==> src/ors_pkg.sv <==
// Shared constants, register map and types of the outage restart sequencer
package ors_pkg;

    // Clock and timebase
    localparam int unsigned CLK_HZ          = 10_000_000;
    localparam int unsigned TICK_MS         = 1;
    localparam int unsigned TICK_CYCLES     = CLK_HZ / 1000 * TICK_MS;
    // Time settings held in 0.1 s units, 100 ticks of 1 ms per unit
    localparam int unsigned TENTH_MS        = 100;
    localparam int unsigned RUN_WAIT_MS     = 2000;
    localparam logic [15:0] RUN_WAIT_TICKS  = 16'(RUN_WAIT_MS / TICK_MS);

    // Register byte offsets
    localparam logic [7:0] OFS_MODE         = 8'h00;
    localparam logic [7:0] OFS_OUTAGE       = 8'h04;
    localparam logic [7:0] OFS_DELAY        = 8'h08;
    localparam logic [7:0] OFS_FALL         = 8'h0C;
    localparam logic [7:0] OFS_STATUS       = 8'h10;
    localparam logic [7:0] OFS_FREQ         = 8'h14;
    localparam logic [7:0] OFS_START_FREQ   = 8'h18;

    // Mode register fields
    localparam int unsigned MODE_SEL_LSB    = 0;  // restart_mode_select, 3 bits
    localparam int unsigned RUN_SRC_LSB     = 4;  // run_source_select, 2 bits
    localparam int unsigned OC_LIM_BIT      = 8;  // inst_overcurrent_limit_en
    localparam int unsigned BIG_CLASS_BIT   = 9;  // Capacity 11 to 15 kW

    // Encodings and special values
    localparam logic [2:0]  MODE_TRIP       = 3'h0;
    localparam logic [2:0]  MODE_TRIP_REC   = 3'h1;
    localparam logic [2:0]  MODE_SAVED_FREQ = 3'h4;
    localparam logic [2:0]  MODE_START_FREQ = 3'h5;
    localparam logic [15:0] OUTAGE_MAX      = 16'h012C;  // 30.0 s in 0.1 s
    localparam logic [15:0] OUTAGE_UNTIL_LOW = 16'h03E7; // 999
    localparam logic [15:0] FALL_DECEL      = 16'h0000;
    localparam logic [15:0] FALL_MAX        = 16'h2710;  // 100.00 Hz/s
    localparam logic [15:0] FALL_PI         = 16'h03E7;  // 999 selects PI
    localparam logic [15:0] DELAY_SMALL     = 16'h0005;  // 0.5 s
    localparam logic [15:0] DELAY_BIG       = 16'h000A;  // 1.0 s
    localparam logic [9:0]  MODE_RESET      = 10'h000;
    localparam logic [15:0] START_FREQ_RST  = 16'h0032;

    // Sequencer states
    typedef enum logic [6:0] {
        ORS_RUN_IDLE = 7'b000_0001,
        ORS_OUTAGE   = 7'b000_0010,
        ORS_CHARGE   = 7'b000_0100,
        ORS_READY    = 7'b000_1000,
        ORS_RESTART  = 7'b001_0000,
        ORS_TRIP     = 7'b010_0000,
        ORS_NORMAL   = 7'b100_0000
    } ors_state_e;

endpackage : ors_pkg

==> src/ors_sequencer.sv <==
// Momentary outage restart sequencer with AHB-Lite settings registers
//
// The placing of the registers and the AHB-Lite register port were chosen for this implementation.
`timescale 1ns/1ps
module ors_sequencer
    import ors_pkg::*;
(
    // Clock and reset
    input  wire logic        hclk,
    input  wire logic        hresetn,
    // AHB-Lite slave
    input  wire logic        hsel,
    input  wire logic [31:0] haddr,
    input  wire logic [1:0]  htrans,
    input  wire logic        hwrite,
    input  wire logic [2:0]  hsize,
    input  wire logic [31:0] hwdata,
    input  wire logic        hready,
    output logic [31:0]      hrdata,
    output logic             hreadyout,
    output logic             hresp,
    // Power stage status
    input  wire logic        running,
    input  wire logic        bus_below_uv,
    input  wire logic        bus_below_restart_limit,
    input  wire logic        charge_done,
    input  wire logic        current_limit_active,
    input  wire logic [15:0] output_freq,
    // Commands
    input  wire logic        forward_run_cmd,
    input  wire logic        reverse_run_cmd,
    input  wire logic        keypad_run,
    input  wire logic        coast_stop_cmd,
    // Decisions
    output logic             restart_mode_active,
    output logic             output_shutdown,
    output logic             uv_alarm,
    output logic             restart_go,
    output logic             normal_start_req,
    output logic             restart_dir_rev,
    output logic [15:0]      freq_cmd,
    output logic             fall_use_decel,
    output logic             fall_use_pi,
    output logic             fall_step
);
    // Settings registers, captured frequency and direction, and sequencer state
    logic [9:0]  mode_reg;
    logic [15:0] allowable_outage_time;
    logic [15:0] restart_delay;
    logic [15:0] freq_fall_rate;
    logic [15:0] start_freq;
    logic [15:0] saved_freq;
    logic        restart_dir_saved;
    ors_state_e  state;
    ors_state_e  next_state;

    logic [2:0] restart_mode_select;
    logic [1:0] run_source_select;
    logic       inst_overcurrent_limit_en;
    assign restart_mode_select       = mode_reg[MODE_SEL_LSB +: 3];
    assign run_source_select         = mode_reg[RUN_SRC_LSB +: 2];
    assign inst_overcurrent_limit_en = mode_reg[OC_LIM_BIT];

    // AHB-Lite address phase capture
    logic       ph_wr;
    logic       ph_rd;
    logic [7:0] ph_addr;
    logic       take;
    assign take      = hsel && hready && htrans[1];
    assign hreadyout = 1'b1;   // Zero wait states
    assign hresp     = 1'b0;

    always_ff @(posedge hclk or negedge hresetn) begin
        if (!hresetn) begin
            ph_wr   <= 1'b0;
            ph_rd   <= 1'b0;
            ph_addr <= 8'h00;
        end else begin
            ph_wr   <= take && hwrite;
            ph_rd   <= take && !hwrite;
            ph_addr <= haddr[7:0];
        end
    end

    // Read data registered during the address phase would miss writes; decode in data phase
    always_comb begin
        hrdata = 32'h0000_0000;
        if (!ph_rd) begin
            hrdata = 32'h0000_0000;
        end else if (ph_addr == OFS_MODE) begin
            hrdata = {22'h00_0000, mode_reg};
        end else if (ph_addr == OFS_OUTAGE) begin
            hrdata = {16'h0000, allowable_outage_time};
        end else if (ph_addr == OFS_DELAY) begin
            hrdata = {16'h0000, restart_delay};
        end else if (ph_addr == OFS_FALL) begin
            hrdata = {16'h0000, freq_fall_rate};
        end else if (ph_addr == OFS_STATUS) begin
            hrdata = {24'h00_0000, restart_dir_saved, state};
        end else if (ph_addr == OFS_FREQ) begin
            hrdata = {16'h0000, saved_freq};
        end else if (ph_addr == OFS_START_FREQ) begin
            hrdata = {16'h0000, start_freq};
        end
    end

    // Out-of-range outage time and fall rate writes are clamped to the legal span
    function automatic logic [15:0] clamp_outage(input logic [15:0] v);
        if (v == OUTAGE_UNTIL_LOW) begin
            clamp_outage = v;
        end else if (v > OUTAGE_MAX) begin
            clamp_outage = OUTAGE_MAX;
        end else begin
            clamp_outage = v;
        end
    endfunction

    function automatic logic [15:0] clamp_fall(input logic [15:0] v);
        if (v == FALL_PI) begin
            clamp_fall = v;
        end else if (v > FALL_MAX) begin
            clamp_fall = FALL_MAX;
        end else begin
            clamp_fall = v;
        end
    endfunction

    // Settings writes; restart delay default follows the capacity class
    always_ff @(posedge hclk or negedge hresetn) begin
        if (!hresetn) begin
            mode_reg              <= MODE_RESET;
            allowable_outage_time <= 16'h0000;
            restart_delay         <= DELAY_SMALL;
            freq_fall_rate        <= FALL_DECEL;
            start_freq            <= START_FREQ_RST;
        end else if (ph_wr) begin
            if (ph_addr == OFS_MODE) begin
                mode_reg <= hwdata[9:0];
                if (hwdata[BIG_CLASS_BIT] != mode_reg[BIG_CLASS_BIT]) begin
                    restart_delay <= hwdata[BIG_CLASS_BIT] ? DELAY_BIG : DELAY_SMALL;
                end
            end else if (ph_addr == OFS_OUTAGE) begin
                allowable_outage_time <= clamp_outage(hwdata[15:0]);
            end else if (ph_addr == OFS_DELAY) begin
                restart_delay <= hwdata[15:0];
            end else if (ph_addr == OFS_FALL) begin
                freq_fall_rate <= clamp_fall(hwdata[15:0]);
            end else if (ph_addr == OFS_START_FREQ) begin
                start_freq <= hwdata[15:0];
            end
        end
    end

    // Timebase and the three timers
    logic tick;
    logic tmr_clear;
    logic outage_done;
    logic delay_done;
    logic wait_done;
    logic restart_mode;
    logic outage_timed;

    assign restart_mode = (state == ORS_OUTAGE) || (state == ORS_CHARGE) ||
                          (state == ORS_READY);
    assign outage_timed = allowable_outage_time != OUTAGE_UNTIL_LOW;

    ors_tick_div u_tick (
        .hclk    (hclk),
        .hresetn (hresetn),
        .tick    (tick)
    );

    ors_ms_timer u_outage (
        .hclk    (hclk),
        .hresetn (hresetn),
        .clear   (tmr_clear),
        .run     (restart_mode && outage_timed),
        .tick    (tick),
        .limit   (20'(allowable_outage_time) * 20'(TENTH_MS)),
        .done    (outage_done)
    );

    ors_ms_timer u_delay (
        .hclk    (hclk),
        .hresetn (hresetn),
        .clear   (tmr_clear),
        .run     (restart_mode),
        .tick    (tick),
        .limit   (20'(restart_delay) * 20'(TENTH_MS)),
        .done    (delay_done)
    );

    ors_ms_timer u_wait (
        .hclk    (hclk),
        .hresetn (hresetn),
        .clear   (tmr_clear),
        .run     (state == ORS_READY),
        .tick    (tick),
        .limit   (20'(RUN_WAIT_TICKS)),
        .done    (wait_done)
    );

    // Conditions shared by the state machine
    logic run_any;
    logic fixed_dir;
    logic outage_lost;
    logic outage_start;
    assign run_any      = forward_run_cmd || reverse_run_cmd || keypad_run;
    assign fixed_dir    = run_source_select[1];
    assign outage_start = running && bus_below_uv;
    assign outage_lost  = outage_timed ? outage_done
                                       : bus_below_restart_limit;
    assign tmr_clear    = (next_state != state) &&
                          (state == ORS_RUN_IDLE || !(next_state inside {ORS_CHARGE, ORS_READY}));

    // Sequencer next state
    always_comb begin
        next_state = state;
        case (state)
            ORS_RUN_IDLE: begin
                if (outage_start) begin
                    if (restart_mode_select == MODE_SAVED_FREQ ||
                        restart_mode_select == MODE_START_FREQ) begin
                        next_state = ORS_OUTAGE;
                    end else begin
                        next_state = ORS_TRIP;
                    end
                end
            end
            ORS_OUTAGE: begin
                if (coast_stop_cmd || outage_lost) begin
                    next_state = ORS_NORMAL;
                end else if (!bus_below_uv) begin
                    next_state = ORS_CHARGE;
                end
            end
            ORS_CHARGE: begin
                if (coast_stop_cmd || outage_lost) begin
                    next_state = ORS_NORMAL;
                end else if (charge_done) begin
                    next_state = ORS_READY;
                end
            end
            ORS_READY: begin
                if (coast_stop_cmd || outage_lost) begin
                    next_state = ORS_NORMAL;
                end else if ((run_any || fixed_dir) && delay_done) begin
                    next_state = ORS_RESTART;
                end else if (wait_done && !fixed_dir) begin
                    next_state = ORS_NORMAL;
                end
            end
            ORS_RESTART: begin
                next_state = ORS_RUN_IDLE;
            end
            ORS_TRIP: begin
                if (!running && !bus_below_uv && !run_any && uv_alarm) begin
                    next_state = ORS_RUN_IDLE;
                end
            end
            ORS_NORMAL: begin
                if (!run_any) begin
                    next_state = ORS_RUN_IDLE;
                end
            end
            default: begin
                next_state = ORS_RUN_IDLE;
            end
        endcase
    end

    // State register
    always_ff @(posedge hclk or negedge hresetn) begin
        if (!hresetn) begin
            state <= ORS_RUN_IDLE;
        end else begin
            state <= next_state;
        end
    end

    // Frequency and direction caught at the instant of failure
    always_ff @(posedge hclk or negedge hresetn) begin
        if (!hresetn) begin
            saved_freq        <= 16'h0000;
            restart_dir_saved <= 1'b0;
        end else if (state == ORS_RUN_IDLE && outage_start) begin
            saved_freq        <= output_freq;
            restart_dir_saved <= reverse_run_cmd && !forward_run_cmd;
        end
    end

    // Trip alarm; mode 1 raises it only once power is back
    always_ff @(posedge hclk or negedge hresetn) begin
        if (!hresetn) begin
            uv_alarm <= 1'b0;
        end else if (next_state == ORS_TRIP) begin
            uv_alarm <= (restart_mode_select == MODE_TRIP) || !bus_below_uv;
        end else begin
            uv_alarm <= 1'b0;
        end
    end

    // Restart decision outputs, registered
    always_ff @(posedge hclk or negedge hresetn) begin
        if (!hresetn) begin
            restart_go       <= 1'b0;
            normal_start_req <= 1'b0;
            restart_dir_rev  <= 1'b0;
            freq_cmd         <= 16'h0000;
        end else begin
            restart_go       <= next_state == ORS_RESTART;
            normal_start_req <= (next_state == ORS_NORMAL) && (state != ORS_NORMAL);
            if (next_state == ORS_RESTART) begin
                restart_dir_rev <= fixed_dir ? restart_dir_saved : reverse_run_cmd;
                freq_cmd <= (restart_mode_select == MODE_SAVED_FREQ) ?
                            saved_freq : start_freq;
            end
        end
    end

    // Output shutdown while in restart mode or tripped
    always_ff @(posedge hclk or negedge hresetn) begin
        if (!hresetn) begin
            restart_mode_active <= 1'b0;
            output_shutdown     <= 1'b0;
        end else begin
            restart_mode_active <= next_state inside {ORS_OUTAGE, ORS_CHARGE, ORS_READY};
            output_shutdown     <= next_state inside {ORS_OUTAGE, ORS_CHARGE, ORS_READY,
                                                      ORS_TRIP};
        end
    end

    // Fall-rate selection; only with the fast limiter enabled
    logic fall_active;
    assign fall_active = current_limit_active && inst_overcurrent_limit_en;
    assign fall_use_decel = fall_active && (freq_fall_rate == FALL_DECEL);
    assign fall_use_pi    = fall_active && (freq_fall_rate == FALL_PI);
    always_ff @(posedge hclk or negedge hresetn) begin
        if (!hresetn) begin
            fall_step <= 1'b0;
        end else begin
            fall_step <= fall_active && tick && !fall_use_decel && !fall_use_pi;
        end
    end
endmodule // ors_sequencer

==> src/ors_tick_div.sv <==
// One-millisecond timebase enable
`timescale 1ns/1ps
module ors_tick_div
    import ors_pkg::*;
(
    // Clock and reset
    input  wire logic hclk,
    input  wire logic hresetn,
    // Enable out
    output logic      tick
);
    logic [13:0] count;

    // Free running divider, one pulse each period
    always_ff @(posedge hclk or negedge hresetn) begin
        if (!hresetn) begin
            count <= 14'h0000;
            tick  <= 1'b0;
        end else if (count == 14'(TICK_CYCLES - 1)) begin
            count <= 14'h0000;
            tick  <= 1'b1;
        end else begin
            count <= count + 14'h0001;
            tick  <= 1'b0;
        end
    end
endmodule // ors_tick_div

==> src/ors_ms_timer.sv <==
// Millisecond counter with clear, compare and done flag
`timescale 1ns/1ps
module ors_ms_timer (
    // Clock and reset
    input  wire logic        hclk,
    input  wire logic        hresetn,
    // Control
    input  wire logic        clear,
    input  wire logic        run,
    input  wire logic        tick,
    input  wire logic [19:0] limit,
    // Status
    output logic             done
);
    logic [19:0] count;

    // Counts ticks while run, saturates at the limit
    always_ff @(posedge hclk or negedge hresetn) begin
        if (!hresetn) begin
            count <= 20'h0_0000;
            done  <= 1'b0;
        end else if (clear) begin
            count <= 20'h0_0000;
            done  <= 1'b0;
        end else if (run && tick && !done) begin
            count <= count + 20'h0_0001;
            done  <= (count + 20'h0_0001) >= limit;
        end
    end
endmodule // ors_ms_timer

==> config.mk <==
export PLATFORM = sky130hd
export DESIGN_NAME = ors_sequencer
export DESIGN_NICKNAME = d
export VERILOG_FILES = /design/src/ors_pkg.sv /design/src/ors_sequencer.sv /design/src/ors_tick_div.sv /design/src/ors_ms_timer.sv
export SDC_FILE = /design/constraint.sdc
export NUM_CORES = 1
export LEC_CHECK = 0
export BUFFER_PORTS_ARGS = -buffer_cell sky130_fd_sc_hd__buf_4
export CELL_PAD_IN_SITES_DETAIL_PLACEMENT = 0
export CELL_PAD_IN_SITES_GLOBAL_PLACEMENT = 1
export CORE_AREA = 2 2 200 182
export DETAILED_ROUTE_END_ITERATION = 6
export DIE_AREA = 0 0 202 184
export PLACE_DENSITY_LB_ADDON = 0.25
export SLEW_MARGIN = 20
export SYNTH_ARGS = -nofsm -noshare
export SYNTH_HDL_FRONTEND = slang
export SYNTH_HIERARCHICAL = 1
export SYNTH_SLANG_ARGS = --single-unit
==> constraint.sdc <==
create_clock -name hclk -period 4.97 [get_ports hclk]
set_input_delay 0.7455 -clock hclk [delete_from_list [all_inputs] [get_ports hclk]]
set_output_delay 0.7455 -clock hclk [all_outputs]
set_load 0.01 [all_outputs]
==> metrics <==
layout cells sized above 1 14.6%; Final Core Density between 50% and 60%; syn avg cell area between 9 and 10 µm²; Syn-to-layout area delta 14.0%; Mapped Area 15600 µm²; largest net degree at the start of global routing slightly above 90; drt total wl around 39 mm; Post-synth ARST share between 90% and 100%; Comb pwr share 12.6%; Pins Over Slew Limit 0; Required @ worst endpoint around 5.4 ns; sw frac between 20% and 30%; Antenna Nets Post-Route 0; die area approximately 37000 µm²; GRT Total Usage roughly a fifth; number of enable flip-flop cells after synthesis 0; top post-synthesis cells by area dfrtp_1, ha_1, xnor2_1, inv_1, nand2_1; TritonCTS buffer count 25; I/O Buffers 95; worst slew pin tran 0.997 ns; Yosys top cell by area dfrtp_1; dpl ws 0.0667 ns; number of global-route vias before repair about 12000; cells along the critical path ha_1 -> ha_1 -> inv_1 -> fa_1 -> inv_1 -> ha_2 -> a211o_1 -> a2111oi_4 -> o211ai_1 -> a31o_2 -> a21oi_2 -> xnor2_1 -> inv_1 -> ha_1 -> nand4_1 -> or2_4 -> nor4_2 -> a21oi_1 -> o22ai_1; sequential area share after synthesis 33.6%; vias between 10000 and 15000; Clock Tree Buf Depth 3; Max FO, Critical Path 5; root buf cell clkbuf_16; Post-Synthesis Cells between 1500 and 2000; placed cells ~2200; wire per inst ~17 µm; Layout Cells excl Fill 2281; Final Setup Violations 0; CTS tree built; Buffers & Inverters on Critical Path 3; Rel. slew slack approximately a third; drt first-iter violations 697; Initial Util about 45%; row cnt 65; final net count a little over 2000; Hold Vio Cnt, Final 0; Internal Dissipation 3.23 mW; most frequent cell after synthesis dfrtp_1; number of H-tree branching levels 1; setup ws final approximately 0.23 ns; critical path endpoint category flip-flop; Ant. Diodes 0; yosys warns 6; Critical Path Start Type flip-flop; Worst Skew 0.0155 ns; cell family with most CP delay compound AO/OA/AOI/OAI gates; drt pass-1 iters 6; core area approximately 35000 µm²; worst endpoint data arrival time between 5 and 6 ns; Regs by FF count u_delay/count x20, u_outage/count x20, u_wait/count x20; Commonest cells post-synth dfrtp_1, inv_1, nand2_1; clock sinks between 200 and 250; design area roughly 18000 µm²; Clk network pwr share around 44%; hpwl dp between 20 and 30 mm; remaining routing DRC violations 0; crit share post-route a little over nine tenths; CP Class flip-flop to flip-flop; Synth top area share between 30% and 40%; dpl cell area roughly 17000 µm²; status finished clean; predominant post-synthesis flop cell dfrtp_1; Die Y around 180 µm; CP max-delay cell dfstp_2; Die W between 200 and 250 µm; P_leak ~8.6 nW; Reg clk slew, reported paths approximately 0.060 ns; synthesized flop and latch total between 200 and 250; Max Clock Freq around 210 MHz; Sequential Power Share a little over two fifths; Worst path max stage delay approximately 0.56 ns; PD cells 252 nW/µm²; initial antenna violation count 0; Unique masters post-synth 77; min Tclk post-route about 4.7 ns; first-pass GRT wire length around 64 mm; grt total ovfl 0; peak supply drop about 0.21 mV; clk_lat worst skew approximately 0.54 ns; I/O pin total roughly 160; GPL Wtd Cong 0.867; Net Switching approximately 1.2 mW; Hold Crit Class primary input to asynchronous set/reset pin; vias per cell ~5.4; maxcap violations 0
==> worst paths after layout <==
path                                                    from                     endpoint  slack [ns]  cells after the start
worst max-delay path            restart_delay[2]$_DFFE_PN1P_     u_delay/done$_DFFE_PN0P_        0.23                     19
worst min-delay path                                 hresetn      freq_cmd[8]$_DFFE_PN0P_        0.21                      1
worst max register to register  restart_delay[2]$_DFFE_PN1P_     u_delay/done$_DFFE_PN0P_        0.23                     19
worst min register to register       freq_cmd[8]$_DFFE_PN0P_      freq_cmd[8]$_DFFE_PN0P_        0.48                      2
max in group asynchronous                            hresetn  u_wait/count[5]$_DFFE_PN0P_        3.70                      2
min in group hclk                                   haddr[5]         ph_addr[5]$_DFF_PN0_        0.31                      1
==> layer usage <==
layer / global-route usage [%] / wire, µm / up-vias
met1: 30.7 / 18700 / 5953
li1: - / - / 6022
met5: 0 / 0 / -
met2: 33.0 / 17200 / 232
met4: 4.32 / 724 / 0
met3: 3.31 / 1890 / 44
==> through the flow <==
step	hold slack [ns]	power [mW]	TNS (ns)
2_1_floorplan	0.450	2.27	0
3_3_place_gp	0.465	2.52	0
5_1_grt	0.265	4.68	-0.0891
4_1_cts	0.253	4.53	0
3_5_place_dp	0.474	2.53	0
6_report	0.206	4.47	0
==> final cells by class <==
class / count / area [µm²]
clock buffers: 34 / 719
well taps: 469 / 587
clock inverters: 12 / 169
inverters: 197 / 739
fillers: 3302 / 17100
flip-flops and latches: 209 / 5240
repair buffers: 116 / 903
multi-input cells: 1244 / 9380
==> worst reg2reg max path: stages, from the launching register on <==
cell	delay, ns
dfstp_2	0.56
ha_1	0.24
ha_1	0.28
inv_1	0.05
fa_1	0.49
inv_1	0.04
ha_2	0.20
a211o_1	0.30
a2111oi_4	0.46
o211ai_1	0.18
a31o_2	0.27
a21oi_2	0.15
xnor2_1	0.14
inv_1	0.07
ha_1	0.29
nand4_1	0.13
or2_4	0.28
nor4_2	0.24
a21oi_1	0.10
o22ai_1	0.18
==> what timing repair did <==
action / 4_1_cts / 5_1_grt
buffers inserted: 0 / 6
endpoints found under the setup margin: 0 / 2
hold endpoints to repair: 0 / 0
resized for setup: 0 / 18
hold buffers: 0 / 0
==> logic make-up after synthesis <==
kind of cell	share of synthesized area, %
DFF	33.6
other	0.0482
buffers and inverters	7.73
AOI/OAI and AO/OA	12.8
xor gates and xnor gates	7.71
muxes	3.00
and+or+nand+nor	19.9
adders and majority gates	15.1
==> power groups by stage <==
| stage | Combinational (mW) | Sequential (mW) | Clock [mW] |
|---|---|---|---|
| after floorplan | 0.377 | 1.90 | 0 |
| after global placement | 0.564 | 1.95 | 0 |
| after detailed placement | 0.569 | 1.96 | 0 |
| after CTS | 0.574 | 1.93 | 2.03 |
| after global routing | 0.648 | 1.94 | 2.09 |
| final | 0.565 | 1.93 | 1.98 |
==> cell usage in the layout (no fill, tap or decap), types with 50 or more instances in the layout <==
| cell | netlist | layout |
|---|---|---|
| inv_1 | 197 | 197 |
| xnor2_1 | 96 | 96 |
| o21ai_0 | 81 | 81 |
| dfrtp_1 | 203 | 198 |
| a21oi_1 | 86 | 85 |
| buf_4 | 20 | 113 |
| ha_1 | 153 | 151 |
| nor2_1 | 97 | 96 |
| nand3_1 | 50 | 50 |
| nand2_1 | 159 | 159 |
No activity file was read; power rests on OpenSTA's default activity.
